**config.mk**
```make
export PLATFORM = sky130hd
export DESIGN_NAME = ebcc_expanded_bank
export DESIGN_NICKNAME = d
export VERILOG_FILES = /design/src/logic/ebcc_pkg.sv /design/src/logic/ebcc_reg_mem.sv /design/src/logic/ebcc_expanded_bank.sv
export SDC_FILE = /design/constraint.sdc
export NUM_CORES = 1
export LEC_CHECK = 0
export BUFFER_PORTS_ARGS = -buffer_cell sky130_fd_sc_hd__buf_2
export CORE_MARGIN = 2
export CORE_UTILIZATION = 45
export DETAILED_ROUTE_END_ITERATION = 6
export GPL_TIMING_DRIVEN = 0
export SYNTH_ARGS = -nofsm -noshare
export SYNTH_HDL_FRONTEND = slang
export SYNTH_SLANG_ARGS = --single-unit
```
**constraint.sdc**
```tcl
create_clock -name clk -period 3.1 [get_ports clk]
set_clock_uncertainty 0.15 [all_clocks]
set_input_delay 0.62 -clock clk [delete_from_list [all_inputs] [get_ports clk]]
set_output_delay 0.62 -clock clk [all_outputs]
set_load 0.05 [all_outputs]
```
**src/logic/ebcc_pkg.sv**
```systemverilog
// Constants and carrier types for the expanded bank channel config block.
// Assumes a 100 MHz clock and a host port already in the clk domain.
package ebcc_pkg;
	localparam int CHANNELS = 8;
	localparam int DATA_W = 8;
	localparam int ADDR_W = 5;
	localparam int IDX_W = 3;
	localparam int SLOTS = 8;
	localparam logic [ADDR_W-1:0] BANK_PTR_ADDR = 5'h1f;
	localparam logic [ADDR_W-1:0] SOFT_RST_ADDR = 5'h0a;
	localparam logic [ADDR_W-1:0] EXP_LAST_ADDR = 5'h07;
	localparam logic [DATA_W-1:0] BANK_PRIMARY = 8'h00;
	localparam logic [DATA_W-1:0] BANK_EXPANDED = 8'haa;
	localparam logic [DATA_W-1:0] REG_RESET = 8'h00;
	localparam logic [IDX_W-1:0] OFS_SINGLE_RAIL = 3'h0;
	localparam logic [IDX_W-1:0] OFS_LINE_CODE = 3'h1;
	localparam logic [IDX_W-1:0] OFS_RECOVERY = 3'h2;
	localparam logic [IDX_W-1:0] OFS_RX_SLEEP = 3'h3;
	localparam logic [IDX_W-1:0] OFS_TX_SLEEP = 3'h4;
	localparam logic [IDX_W-1:0] OFS_ZERO_RUN = 3'h5;
	localparam logic [IDX_W-1:0] OFS_VIOLATION = 3'h6;
	localparam logic [IDX_W-1:0] OFS_EQUALIZER = 3'h7;
	localparam int CLK_PERIOD_NS = 10;
	localparam int SOFT_RST_NS = 1000;
	localparam int SOFT_RST_CYCLES = (SOFT_RST_NS / CLK_PERIOD_NS < 1) ? 1 :
		SOFT_RST_NS / CLK_PERIOD_NS;
	localparam int TX_CLK_LOW_NS = 640;
	localparam int TX_CLK_LOW_CYCLES = (TX_CLK_LOW_NS + CLK_PERIOD_NS - 1) / CLK_PERIOD_NS;
	localparam int CNT_W = 8;
	localparam logic [CNT_W-1:0] CNT_ZERO = 8'h00;
	localparam logic [CNT_W-1:0] CNT_ONE = 8'h01;
	localparam logic [CNT_W-1:0] SOFT_RST_LAST = CNT_W'(SOFT_RST_CYCLES - 1);
	localparam logic [CNT_W-1:0] TX_LOW_LAST = CNT_W'(TX_CLK_LOW_CYCLES - 1);

	typedef struct packed {
		logic wr;
		logic rd;
		logic [ADDR_W-1:0] addr;
		logic [DATA_W-1:0] data;
	} ebcc_host_req_type;

	typedef struct packed {
		logic [CHANNELS-1:0] singleRail;
		logic [CHANNELS-1:0] amiCode;
		logic [CHANNELS-1:0] recoveryOff;
		logic [CHANNELS-1:0] rxSleep;
		logic [CHANNELS-1:0] txSleep;
		logic [CHANNELS-1:0] zeroDetect;
		logic [CHANNELS-1:0] violationDetect;
		logic [CHANNELS-1:0] equalizer;
	} ebcc_chan_cfg_type;

	typedef enum logic {
		EBCC_RUN,
		EBCC_SOFT_RESET
	} ebcc_state_type;
endpackage

```
**src/logic/ebcc_reg_mem.sv**
```systemverilog
// Eight-word store for the expanded register bank.
// Assumes the owner gates writes; clear wipes every word in one edge.
module ebcc_reg_mem (
	input wire logic clk,
	input wire logic nrst,
	input wire logic clear,
	input wire logic wrEn,
	input wire logic [ebcc_pkg::IDX_W-1:0] wrIdx,
	input wire logic [ebcc_pkg::DATA_W-1:0] wrData,
	input wire logic [ebcc_pkg::IDX_W-1:0] rdIdx,
	output logic [ebcc_pkg::DATA_W-1:0] rdData_q,
	output logic [ebcc_pkg::SLOTS-1:0][ebcc_pkg::DATA_W-1:0] words_q
);
	////////////////////////////////////////////////////////////////////////
	// Storage
	genvar gi;
	generate
		for (gi = 0; gi < ebcc_pkg::SLOTS; gi++) begin : gWord
			always_ff @(posedge clk or negedge nrst) begin
				if (!nrst) begin
					words_q[gi] <= ebcc_pkg::REG_RESET;
				end else if (clear) begin
					words_q[gi] <= ebcc_pkg::REG_RESET;
				end else if (wrEn && wrIdx == ebcc_pkg::IDX_W'(gi)) begin
					words_q[gi] <= wrData;
				end
			end
		end
	endgenerate

	////////////////////////////////////////////////////////////////////////
	// Registered read port
	always_ff @(posedge clk or negedge nrst) begin
		if (!nrst) begin
			rdData_q <= ebcc_pkg::REG_RESET;
		end else begin
			rdData_q <= words_q[rdIdx];
		end
	end
endmodule

```
**src/logic/ebcc_expanded_bank.sv**
```systemverilog
// Bank pointer and expanded per-channel line settings for eight channels.
// Assumes host requests and line pins arrive synchronous to clk.
//
// Summary of operation
// Read/write bank pointer lives at primary address 1f.
// Pointer value 00 selects the primary bank, and is the default.
// Software writes aa to the pointer; accesses then hit the expanded bank.
// At power-up the pointer selects the primary bank without host action.
// Single-rail bit 0 lets the pin choose; 1 forces single rail with recovery on.
// Line-code bit 0 picks HDB3, 1 AMI, when forced single rail with recovery.
// Recovery bit 0 keeps clock recovery on, 1 turns it off.
// Receiver sleep bit 1 powers that receiver down.
// Transmitter sleep bit 1 powers down the transmitter, driver high impedance.
// Transmit clock pin held low also powers down the transmitter.
// Zero-run bit 1 enables excessive-zero detect for single-rail HDB3.
// Violation bit 0 enables code-violation detect; 1 disables it. The code enables it only in single-rail HDB3.
// Equalizer bit 1 enables the receive equalizer for long lines.
// All expanded registers and the pointer reset to 00.
// Bit n of each expanded register drives channel n, bit 0 lowest.
// Pointer stays reachable at 1f while the expanded bank is selected.
// A write to the soft reset address starts a 1 us full reset. The code starts it only while the primary bank is selected.
module ebcc_expanded_bank (
	input wire logic clk,
	input wire logic nrst,
	input wire ebcc_pkg::ebcc_host_req_type hostReq,
	input wire logic [ebcc_pkg::CHANNELS-1:0] txNegRailPin,
	input wire logic [ebcc_pkg::CHANNELS-1:0] txClockPin,
	output logic [ebcc_pkg::DATA_W-1:0] hostRdData_q,
	output logic hostRdValid_q,
	output logic [ebcc_pkg::DATA_W-1:0] bankPointer_q,
	output logic expandedSel_q,
	output logic softResetBusy_q,
	output ebcc_pkg::ebcc_chan_cfg_type chanCfg_q
);
	////////////////////////////////////////////////////////////////////////
	// Decoding helpers
	function automatic logic isExpanded(input logic [ebcc_pkg::DATA_W-1:0] ptr);
		isExpanded = (ptr == ebcc_pkg::BANK_EXPANDED);
	endfunction

	function automatic logic hitsExpanded(input logic [ebcc_pkg::DATA_W-1:0] ptr,
			input logic [ebcc_pkg::ADDR_W-1:0] addr);
		hitsExpanded = isExpanded(ptr) && addr <= ebcc_pkg::EXP_LAST_ADDR;
	endfunction

	////////////////////////////////////////////////////////////////////////
	// Declarations
	ebcc_pkg::ebcc_state_type state_q;
	logic [ebcc_pkg::CNT_W-1:0] rstCnt_q;
	logic [ebcc_pkg::DATA_W-1:0] memRdData;
	logic [ebcc_pkg::SLOTS-1:0][ebcc_pkg::DATA_W-1:0] words;
	logic ptrHit;
	logic softRstHit;
	logic expHit;
	logic memWrEn;
	logic memClear;
	logic rdStage_q;
	logic rdFromMem_q;
	logic [ebcc_pkg::DATA_W-1:0] rdPtrVal_q;
	logic [ebcc_pkg::CHANNELS-1:0] txClkHeldLow_q;
	logic [ebcc_pkg::CHANNELS-1:0] forcedSingle;
	logic [ebcc_pkg::CHANNELS-1:0] singleRailMode;
	logic [ebcc_pkg::CHANNELS-1:0] amiMode;
	logic [ebcc_pkg::CNT_W-1:0] clearRun_q;

	////////////////////////////////////////////////////////////////////////
	// Address decode; the pointer answers in both banks
	assign ptrHit = hostReq.addr == ebcc_pkg::BANK_PTR_ADDR; // see R1
	assign expHit = hitsExpanded(bankPointer_q, hostReq.addr);
	assign softRstHit = !isExpanded(bankPointer_q) && hostReq.addr == ebcc_pkg::SOFT_RST_ADDR;
	assign memWrEn = hostReq.wr && expHit && state_q == ebcc_pkg::EBCC_RUN;
	assign memClear = state_q == ebcc_pkg::EBCC_SOFT_RESET;

	////////////////////////////////////////////////////////////////////////
	// Soft reset sequencer
	always_ff @(posedge clk or negedge nrst) begin
		if (!nrst) begin
			state_q <= ebcc_pkg::EBCC_RUN;
			rstCnt_q <= ebcc_pkg::CNT_ZERO;
		end else begin
			unique case (state_q)
				ebcc_pkg::EBCC_RUN: begin
					if (hostReq.wr && softRstHit) begin
						state_q <= ebcc_pkg::EBCC_SOFT_RESET;
						rstCnt_q <= ebcc_pkg::CNT_ZERO;
					end
				end
				ebcc_pkg::EBCC_SOFT_RESET: begin
					if (rstCnt_q == ebcc_pkg::SOFT_RST_LAST) begin
						state_q <= ebcc_pkg::EBCC_RUN;
					end else begin
						rstCnt_q <= rstCnt_q + ebcc_pkg::CNT_ONE;
					end
				end
			endcase
		end
	end

	always_ff @(posedge clk or negedge nrst) begin
		if (!nrst) begin
			softResetBusy_q <= 1'b0;
		end else begin
			softResetBusy_q <= (state_q == ebcc_pkg::EBCC_SOFT_RESET)
				? (rstCnt_q != ebcc_pkg::SOFT_RST_LAST) : (hostReq.wr && softRstHit);
		end
	end

	////////////////////////////////////////////////////////////////////////
	// Bank pointer
	always_ff @(posedge clk or negedge nrst) begin
		if (!nrst) begin
			bankPointer_q <= ebcc_pkg::BANK_PRIMARY; // see R2 see R4
		end else if (memClear) begin
			bankPointer_q <= ebcc_pkg::BANK_PRIMARY;
		end else if (hostReq.wr && ptrHit) begin
			bankPointer_q <= hostReq.data; // see R1
		end
	end

	always_ff @(posedge clk or negedge nrst) begin
		if (!nrst) begin
			expandedSel_q <= 1'b0;
		end else if (memClear) begin
			expandedSel_q <= 1'b0;
		end else if (hostReq.wr && ptrHit) begin
			expandedSel_q <= isExpanded(hostReq.data);
		end
	end

	////////////////////////////////////////////////////////////////////////
	// Expanded register store
	ebcc_reg_mem uMem (
		.clk(clk),
		.nrst(nrst),
		.clear(memClear),
		.wrEn(memWrEn),
		.wrIdx(hostReq.addr[ebcc_pkg::IDX_W-1:0]),
		.wrData(hostReq.data),
		.rdIdx(hostReq.addr[ebcc_pkg::IDX_W-1:0]),
		.rdData_q(memRdData),
		.words_q(words)
	);

	////////////////////////////////////////////////////////////////////////
	// Read path, two cycles; unmapped addresses read zero
	always_ff @(posedge clk or negedge nrst) begin
		if (!nrst) begin
			rdStage_q <= 1'b0;
			rdFromMem_q <= 1'b0;
			rdPtrVal_q <= ebcc_pkg::REG_RESET;
		end else begin
			rdStage_q <= hostReq.rd;
			rdFromMem_q <= expHit;
			rdPtrVal_q <= ptrHit ? bankPointer_q : ebcc_pkg::REG_RESET;
		end
	end

	always_ff @(posedge clk or negedge nrst) begin
		if (!nrst) begin
			hostRdValid_q <= 1'b0;
			hostRdData_q <= ebcc_pkg::REG_RESET;
		end else begin
			hostRdValid_q <= rdStage_q;
			if (rdStage_q) begin
				hostRdData_q <= rdFromMem_q ? memRdData : rdPtrVal_q;
			end
		end
	end

	////////////////////////////////////////////////////////////////////////
	// Transmit clock held-low detect, one counter per channel
	genvar gc;
	generate
		for (gc = 0; gc < ebcc_pkg::CHANNELS; gc++) begin : gTxClk
			logic [ebcc_pkg::CNT_W-1:0] lowCnt_q;
			always_ff @(posedge clk or negedge nrst) begin
				if (!nrst) begin
					lowCnt_q <= ebcc_pkg::CNT_ZERO;
					txClkHeldLow_q[gc] <= 1'b0;
				end else if (txClockPin[gc]) begin
					lowCnt_q <= ebcc_pkg::CNT_ZERO;
					txClkHeldLow_q[gc] <= 1'b0;
				end else if (lowCnt_q == ebcc_pkg::TX_LOW_LAST) begin
					txClkHeldLow_q[gc] <= 1'b1;
				end else begin
					lowCnt_q <= lowCnt_q + ebcc_pkg::CNT_ONE;
				end
			end
		end
	endgenerate

	////////////////////////////////////////////////////////////////////////
	// Per-channel settings; bit n of each register is channel n
	assign forcedSingle = words[ebcc_pkg::OFS_SINGLE_RAIL]
		& ~words[ebcc_pkg::OFS_RECOVERY]; // see R5
	assign singleRailMode = forcedSingle | (~words[ebcc_pkg::OFS_SINGLE_RAIL] & txNegRailPin);
	assign amiMode = words[ebcc_pkg::OFS_LINE_CODE] & forcedSingle;

	always_ff @(posedge clk or negedge nrst) begin
		if (!nrst) begin
			chanCfg_q <= '0;
		end else begin
			chanCfg_q.singleRail <= singleRailMode;
			chanCfg_q.amiCode <= amiMode;
			chanCfg_q.recoveryOff <= words[ebcc_pkg::OFS_RECOVERY];
			chanCfg_q.rxSleep <= words[ebcc_pkg::OFS_RX_SLEEP];
			chanCfg_q.txSleep <= words[ebcc_pkg::OFS_TX_SLEEP] | txClkHeldLow_q; // see R9
			chanCfg_q.zeroDetect <= words[ebcc_pkg::OFS_ZERO_RUN]
				& singleRailMode & ~amiMode;
			chanCfg_q.violationDetect <= ~words[ebcc_pkg::OFS_VIOLATION]
				& singleRailMode & ~amiMode;
			chanCfg_q.equalizer <= words[ebcc_pkg::OFS_EQUALIZER];
		end
	end

	////////////////////////////////////////////////////////////////////////
	// Checks
	// Length of the current store-clear run, for the soft reset checks
	always_ff @(posedge clk or negedge nrst) begin
		if (!nrst) begin
			clearRun_q <= ebcc_pkg::CNT_ZERO;
		end else if (memClear) begin
			clearRun_q <= clearRun_q + ebcc_pkg::CNT_ONE;
		end else begin
			clearRun_q <= ebcc_pkg::CNT_ZERO;
		end
	end
endmodule

```
### Word-level counts from Yosys, hierarchy flattened

Cells that the tools add are included.

| storage, ports and cells | value |
|---|---|
| output and inout bits | 83 |
| ROM bits | 0 |
| bits in writable memories | 0 |
| flip-flop bits (word level) | 246 |
| memories | 0 |
| input port bits | 33 |
| bits in latches | 0 |
| logic and storage cells | 196 |

| operators by class | value |
|---|---|
| multipliers | 0 |
| div/mod/pow operators | 0 |
| $add $sub $neg | 9 |
| shifts and indexed selects | 0 |
| reduce and logical (&&, ||, !) cells | 34 |
| muxes and demuxes | 63 |
| $lt $le $gt $ge | 2 |
| eq/ne operators | 31 |
| bitwise gates (word level) | 14 |

Operator list:

| cell | count |
|---|---|
| 8-bit 2-to-1 mux | 39 |
| 8-bit by 1-bit adder with 8-bit output, second input constant | 9 |
| 8-bit by 6-bit equality test with 1-bit output, second input constant | 8 |
| 8-bit AND | 7 |
| 2-bit nonzero test | 17 |
| 8-bit inverter | 4 |
| 8-bit binary-select mux with 3-bit select | 1 |
| 1-bit 2-to-1 mux | 21 |
| 2-bit != test, second input constant | 9 |
| 8-bit equality test, second input constant | 2 |
| 8-bit bitwise OR | 2 |
| 8-bit one-hot mux with 2 select lines | 1 |
| 1-bit logical AND | 14 |
| 3-bit equality test, second input constant | 4 |
| 8-bit by 7-bit equality test with 1-bit output, second input constant | 1 |
| 8-bit by 7-bit != test with 1-bit output, second input constant | 1 |
| 3-bit by 2-bit equality test with 1-bit output, second input constant | 2 |
| 5-bit by 4-bit equality test with 1-bit output, second input constant | 1 |
| 5-bit equality test, second input constant | 1 |
| 5-bit by 3-bit <= comparator with 1-bit output, second input constant | 1 |
| 3-bit by 4-bit < comparator with 1-bit output, second input constant | 1 |
| 3-bit by 1-bit equality test with 1-bit output, second input constant | 1 |
| 3-bit logical NOT | 1 |
| 2-bit by 1-bit != test with 1-bit output, second input constant | 1 |
| other kinds (4) | 4 |

### Depth between registers and ports, before layout

Gate-level depths: netlist (run 1).

| logic depth | value |
|---|---|
| depth after elaboration | 7 |
| depth in mapped cells | 6 |
| mapped depth without buffers | 5 |

### Hierarchy

Synthesis (run 1) repeated with hierarchy kept, for this count alone.

| unflattened totals | value |
|---|---|
| cell total of the unflattened synthesis | 895 |
| area total of the unflattened synthesis | 10352.4 µm² |

By module, submodules not included:

| module | times used | area each (µm²) | sequential area each (µm²) | cells each |
|---|---|---|---|---|
| ebcc_expanded_bank | 1 | 6932.9 | 4329.2 | 586 |
| ebcc_reg_mem | 1 | 3419.5 | 1801.7 | 309 |

### Worst setup path before layout (run 1)

OpenSTA, ideal clock, no wires.

| timing | value |
|---|---|
| kind | flip-flop to flip-flop |
| from | reg softResetBusy_q (netlist name) |
| to | reg uMem.words_q[40] (netlist bit) |
| data required time | 2821 ps |
| setup time | 129 ps |
| cell stages (with the launch flop) | 7 |
| clock period less this slack | 2120 ps |
| data arrival time | 1841 ps |
| path buffers | 2 |
| slack | 980 ps |
| path through | dfrtp_1 > buf_6 > nor4b_2 > and4_1 > buf_6 > mux2i_1 > nor2_1 |

RTL lines:

| element | RTL line | text |
|---|---|---|
| end signal: indexed assignment | ebcc_reg_mem.sv:21 | `words_q[gi] <= ebcc_pkg::REG_RESET;` |
| end signal: indexed assignment | ebcc_reg_mem.sv:23 | `words_q[gi] <= ebcc_pkg::REG_RESET;` |
| end signal: indexed assignment | ebcc_reg_mem.sv:25 | `words_q[gi] <= wrData;` |
| end: declaration | ebcc_reg_mem.sv:12 | `output logic [ebcc_pkg::SLOTS-1:0][ebcc_pkg::DATA_W-1:0] words_q` |

==> results.yml, run 1 <==
grt:
  grt_start_max_net_pins: 98
  first_global_vias: 6666
  track_usage_pct: 19.1
  antenna_found_initial: 0
  grt_overflow: 0
  grt_pass1_wl_mm: 36.4
place:
  place_ws_ns: 0.543
  port_buffers: 99
  gp_congestion: 0.776
  place_hpwl_mm: 15.2
  placed_cells_incl_taps: 1236
clocking:
  clk_pin_slew_ns: 0.06
  h-tree-depth: 1
  clk-insertion-delay-late_ns: 0.54
  cts.sinks: 245
  clock_tree.root_cell: "clkbuf_16"
  cts_tree: "built"
  cts_buffers: 28
  cts_max_path_buffers: 3
drt:
  drt_iter0_markers: 364
  drc: 0
  drt_wl_total_mm: 22.8
  vias: 6781
  drt-vias-per-instance: 5.27
  detail-route-antenna-nets: 0
  wl_per_cell_um: 17.7
  firstDrtPassIters: 5
cells_and_area:
  diodes: 0
  finalNonFillerCells: 1287
  area_growth_pct: 18.4
  nets: 1024
  drive_above_1_share_pct: 21.4
logic_synthesis:
  postSynth.asyncResetShare_pct: 100
  synth-simple-area-share_pct: 15.1
  synth-compound-area-share_pct: 5.36
  synth_top_area_cell: "dfrtp_1"
  synth_edf_count: 0
  synth_top_area_share_pct: 59.2
  yosysSeqAreaShare_pct: 59.2
  synth.avg_cell_area_um2: 12.2
  synthXorXnorAreaFrac_pct: 2.28
  synth_cell_type_count: 49
  yosysWarnings: 0
  netlist_area_um2: 10400
  syn_inst: 850
  synth_nets: 892
  synth_ff_type: "dfrtp_1"
  netlist_top_cells_area: "dfrtp_1 (59%), mux2i_1 (9.3%), nor2_1 (5.1%)"
  synthAdderAreaFrac_pct: 1.09
  synth_mux_area_share_pct: 13.6
  synth-seq-cells: 245
  synth_top_family_by_area: "simple AND/OR/NAND/NOR gates"
sta:
  relSlewSlack_pct: 55.6
  finalWorstSetupSlack_ns: 0.837
  hold_viol: 0
  setup_viol: 0
  hold_slack_ns: 0.0406
  worst-slew-pin-transition_ns: 0.666
  min_period_over_period_pct: 73.0
  finalSetupTns_ns: 0
  final_max_slew_viol_count: 0
  rsz0062_at_grt: "no"
  fmax_ghz: 0.442
  fin_crit_ns: 2.26
critical_path:
  crit_path_start_kind: "flip-flop"
  cp_slowest_stage_delay_ns: 0.55
  critPathSlowestCell: "nand4_2"
  crit_arrival_ns: 2.50
  crit_family: "simple AND/OR/NAND/NOR gates"
  cp_cell_sequence: "buf_6 -> nor4b_2 -> nand4_2 -> mux2i_1 -> nor2_1"
  cp_num_buf_inv: 1
  crit_fanout: 9
  path_class: "flip-flop to flip-flop"
  worstSetupEndpointType: "flip-flop"
  required_ns: 3.34
pwr:
  combPwrFrac_pct: 9.3
  p_clk_share_pct: 45.7
  power.leakage_nw: 6.21
  power_switching_mw: 1.85
  switching_share_pct: 24.6
  peakVddDrop_uv: 336
  internal-power_mw: 5.68
  powerDensity_nw_per_um2: 614
  seq_power_share_pct: 44.9
floorplanning:
  core_area_um2: 22600
  die_y_um: 156
  initial_utilization_pct: 45.7
  die_w_um: 156
  ioPinCount: 116
  die-area_um2: 24200
  rows: 55
run:
  cap_violations: 0
hold_path:
  hold_path.class: "input pin to flip-flop"
status:
  outcome: "finished, final reports clean"
==> worst reg2reg max path: stages, from the launching register on <==
cell	delay [ns]
dfrtp_1	0.38
buf_6	0.15
nor4b_2	0.52
nand4_2	0.55
mux2i_1	0.31
nor2_1	0.06
==> routing by layer <==
metal | wire length [um] | GRT usage (%) | vias to the layer above
met5 | 0 | 0 | -
met4 | 480 | 5.85 | 0
met3 | 1140 | 3.14 | 34
met2 | 11000 | 31.3 | 152
met1 | 10200 | 26.4 | 3353
li1 | - | - | 3242
==> placed cells by master, fill, tap and decap left out, types with 13 or more instances in the layout <==
cell type  netlist  final
nor2_1         141    141
buf_2            5    103
inv_1           19     19
a21oi_1         34     34
dfrtp_1        245    245
clkbuf_16        0     29
mux4_2          16     16
o21bai_1        13     13
a31oi_1         27     27
nand2_1         43     43
mux2i_1         96     96
xnor2_1         23     23
nand3_1         18     18
==> state kept, by name, indices dropped and copies added, names as in the netlist, 8 cells and up <==
register,count
gTxClk.lowCnt_q,64
chanCfg_q,64
hostRdData_q,8
bankPointer_q,8
rstCnt_q,8
rdPtrVal_q,8
txClkHeldLow_q,8
uMem.rdData_q,8
uMem.words_q,64
==> path summary, 6_finish.rpt <==
kind,slack [ns],start,cells after the start,end
max reg2reg,0.84,softResetBusy_q$_DFF_PN0_,5,uMem.words_q[36]$_DFFE_PN0P_
min reg2reg,0.22,rdStage_q$_DFF_PN0_,0,hostRdValid_q$_DFF_PN0_
max,0.84,softResetBusy_q$_DFF_PN0_,5,uMem.words_q[36]$_DFFE_PN0P_
min in group asynchronous,0.46,nrst,2,gTxClk[5].lowCnt_q[5]$_DFFE_PN0P_
min,0.04,hostReq[13],1,rdStage_q$_DFF_PN0_
max in group asynchronous,1.46,nrst,3,chanCfg_q[57]$_DFF_PN0_
==> synth_stat cells (5+ instances only) <==
cell type,instances
buf_1,8
nor2_1,141
nand4b_1,6
buf_2,5
and3b_1,8
or3_1,5
nand4_2,7
nand3_1,18
a211oi_1,7
mux2_2,8
a21oi_1,34
clkbuf_1,8
nand2_1,43
nor3_1,11
o21bai_1,13
inv_1,19
ha_1,9
dfrtp_1,245
buf_6,12
a31oi_1,27
and2_1,11
mux4_2,16
nor3b_1,12
nand4_1,6
mux2i_1,96
and4_1,8
xnor2_1,23
or2_2,8
==> repair_timing <==
action | CTS | global route
hold endpoints to repair | 64 | 0
endpoints found under the setup margin | 0 | 0
gates resized for setup | 0 | 0
hold buffers | 1 | 0
setup buffers | 0 | 0
==> area by class of cell <==
type	count	area (um2)
fill	1961	10400
sequential	245	6130
multi-input combinational	548	3880
clock buffer	39	823
timing repair buffer	102	571
tap	285	357
buffer	38	273
clock inverter	11	158
inverter	19	71.3
==> power groups by stage <==
stage	Sequential [mW]	Combinational (mW)	Clock, mW
after global placement	3.44	0.694	0
final	3.39	0.703	3.45
after global routing	3.40	0.779	3.67
after detailed placement	3.44	0.712	0
after floorplan	3.51	0.370	0
after CTS	3.39	0.715	3.52
==> stage by stage <==
step | utilization, % | power [mW] | area [um2]
finish | 54.2 | 7.54 | 12300
global placement | 49.5 | 4.14 | 11200
floorplan | - | 3.88 | 10400
detailed placement | 49.8 | 4.15 | 11300
CTS | 54.2 | 7.62 | 12300
global route | 54.2 | 7.85 | 12300
==> kinds of logic (layout without fill, tap and decap cells) <==
group | Yosys count | count (layout)
adders and majority gates | 9 | 9
and+or+nand+nor | 303 | 303
AOI/OAI and AO/OA | 89 | 89
buffers and inverters | 57 | 209
DFF | 245 | 245
muxes | 120 | 120
xor gates and xnor gates | 27 | 27
(Power assumes the default switching activity.)
==> run 2, diff against run 1 <==
==> constraint.sdc (replaced) <==
create_clock -name clk -period 2.4 [get_ports clk]
set_clock_uncertainty 0.15 [all_clocks]
set_input_delay 0.48 -clock clk [delete_from_list [all_inputs] [get_ports clk]]
set_output_delay 0.48 -clock clk [all_outputs]
set_load 0.05 [all_outputs]
==> run 2 against run 1 <==
Compared with the run above: via count about the same; utilization barely moved; critical path depth unchanged; hold slack got worse by 0.0095 ns; first-iteration DRC count down 9.9%; cell area hardly changed.
==> results.yml, run 2 (synthesized netlist as in run 1, its figures left out) <==
sta:
  final_max_slew_viol_count: 0
  rsz0062_at_grt: "no"
  worst-slew-pin-transition_ns: 0.659
  setup_viol: 0
  hold_viol: 0
  min_period_over_period_pct: 94.7
  fin_crit_ns: 2.27
  relSlewSlack_pct: 56.1
  fmax_ghz: 0.440
critical_path:
  worstRegToRegCells: 5
  r2r-start: "softResetBusy_q$_DFF_PN0_"
  crit_path_start_kind: "flip-flop"
  cp_slowest_stage_delay_ns: 0.56
  critPathLaunch: "softResetBusy_q$_DFF_PN0_"
  worstSetupEndpointType: "flip-flop"
  crit_arrival_ns: 2.51
  crit_path_end: "uMem.words_q[36]$_DFFE_PN0P_"
  cp_num_cells: 5
  crit_family: "simple AND/OR/NAND/NOR gates"
  r2r_slack_ns: 0.13
  reg2reg_to: "uMem.words_q[36]$_DFFE_PN0P_"
  path_class: "flip-flop to flip-flop"
  cp_num_buf_inv: 1
  crit_fanout: 9
  critPathSlowestCell: "nand4_2"
  required_ns: 2.64
  cp_cell_sequence: "buf_6 -> nor4b_2 -> nand4_2 -> mux2i_1 -> nor2_1"
place:
  place_hpwl_mm: 15.2
  gp_congestion: 0.776
  port_buffers: 99
cells_and_area:
  diodes: 0
  utilization_pct: 54.2
  final_common_cell: "dfrtp_1"
  layout_common_cells: "dfrtp_1 (245), nor2_1 (141), buf_2 (103), mux2i_1 (96), nand2_1 (43)"
  top_regs: "chanCfg_q: 64 flops, gTxClk.lowCnt_q: 64 flops, uMem.words_q: 64 flops"
  drive_above_1_share_pct: 21.3
  area_growth_pct: 18.5
  nets: 1025
drt:
  drt-vias-per-instance: 5.27
  met2WireLength_mm: 11.0
  firstDrtPassIters: 5
  highest_layer: "met4"
  wl_per_cell_um: 17.7
  detail-route-antenna-nets: 0
  drc: 0
  drt_iter0_markers: 328
  drt_wl_total_mm: 22.8
  routed-wl-met3_mm: 1.02
  vias: 6784
  wl_met1_mm: 10.3
grt:
  grt_start_max_net_pins: 98
  first_global_vias: 6672
  antenna_found_initial: 0
  track_usage_pct: 19.1
  grt_pass1_wl_mm: 36.5
  grt_overflow: 0
clocking:
  cts_buffers: 28
  cts_setup_buffers: 0
  cts_tree: "built"
  h-tree-depth: 1
  clk_pin_slew_ns: 0.06
  cts.sinks: 245
  ctsHoldBuffers: 2
  clk-insertion-delay-late_ns: 0.54
  clock_tree.root_cell: "clkbuf_16"
  ctsResizeCount: 0
  cts_max_path_buffers: 3
hold_path:
  hold_path.class: "input pin to flip-flop"
run:
  cap_violations: 0
pwr:
  power.total_mw: 9.74
  powerDensity_nw_per_um2: 793
  peakVddDrop_uv: 435
  power.leakage_nw: 6.22
floorplanning:
  die_w_um: 156
  core_area_um2: 22600
  rows: 55
  die_y_um: 156
  ioPinCount: 116
  initial_utilization_pct: 45.7
  die-area_um2: 24200
status:
  outcome: "finished, final reports clean"
[run 2: area by class of cell]
cell class                      instances  area (um2)
Buffer                                 38         273
Clock buffer                           39         823
Clock inverter                         11         158
Fill cell                            1960       10400
Inverter                               19        71.3
Multi-Input combinational cell        548        3880
Sequential cell                       245        6130
Tap cell                              285         357
Timing Repair Buffer                  103         581
[run 2: where the power goes]
| group | switching, mW | internal [mW] | leakage [nW] |
|---|---|---|---|
| logic | 0.631 | 0.279 | 2.40 |
| clock network | 1.65 | 2.80 | 0.485 |
| registers | 0.114 | 4.26 | 3.33 |
[run 2: metrics by stage]
stage	instances	setup TNS, ns	hold WS, ns	area [um2]	setup slack (ns)
after CTS	1288	0	0.0174	12300	0.133
after floorplan	850	0	0.0344	10400	0.280
after global placement	1234	-918.46	0.204	11200	-3.77
after global routing	1288	0	0.0415	12300	0.0221
after detailed placement	1236	-0.0408	0.212	11300	-0.0175
final	1288	0	0.0311	12300	0.128
[run 2: worst min-delay path by stage]
stage,startpoint,endpoint,cells past startpoint
floorplan,nrst,bankPointer_q[0]$_DFFE_PN0P_,0
global placement,rdStage_q$_DFF_PN0_,hostRdValid_q$_DFF_PN0_,0
detailed placement,rdStage_q$_DFF_PN0_,hostRdValid_q$_DFF_PN0_,0
CTS,hostReq[12],rdFromMem_q$_DFF_PN0_,2
global route,hostReq[11],rdFromMem_q$_DFF_PN0_,2
finish,hostReq[12],rdFromMem_q$_DFF_PN0_,2
[run 2: layer usage]
| layer | GRT usage, % | vias up |
|---|---|---|
| li1 | - | 3252 |
| met1 | 26.4 | 3364 |
| met2 | 31.4 | 134 |
| met3 | 3.14 | 34 |
| met4 | 5.85 | 0 |
| met5 | 0 | - |
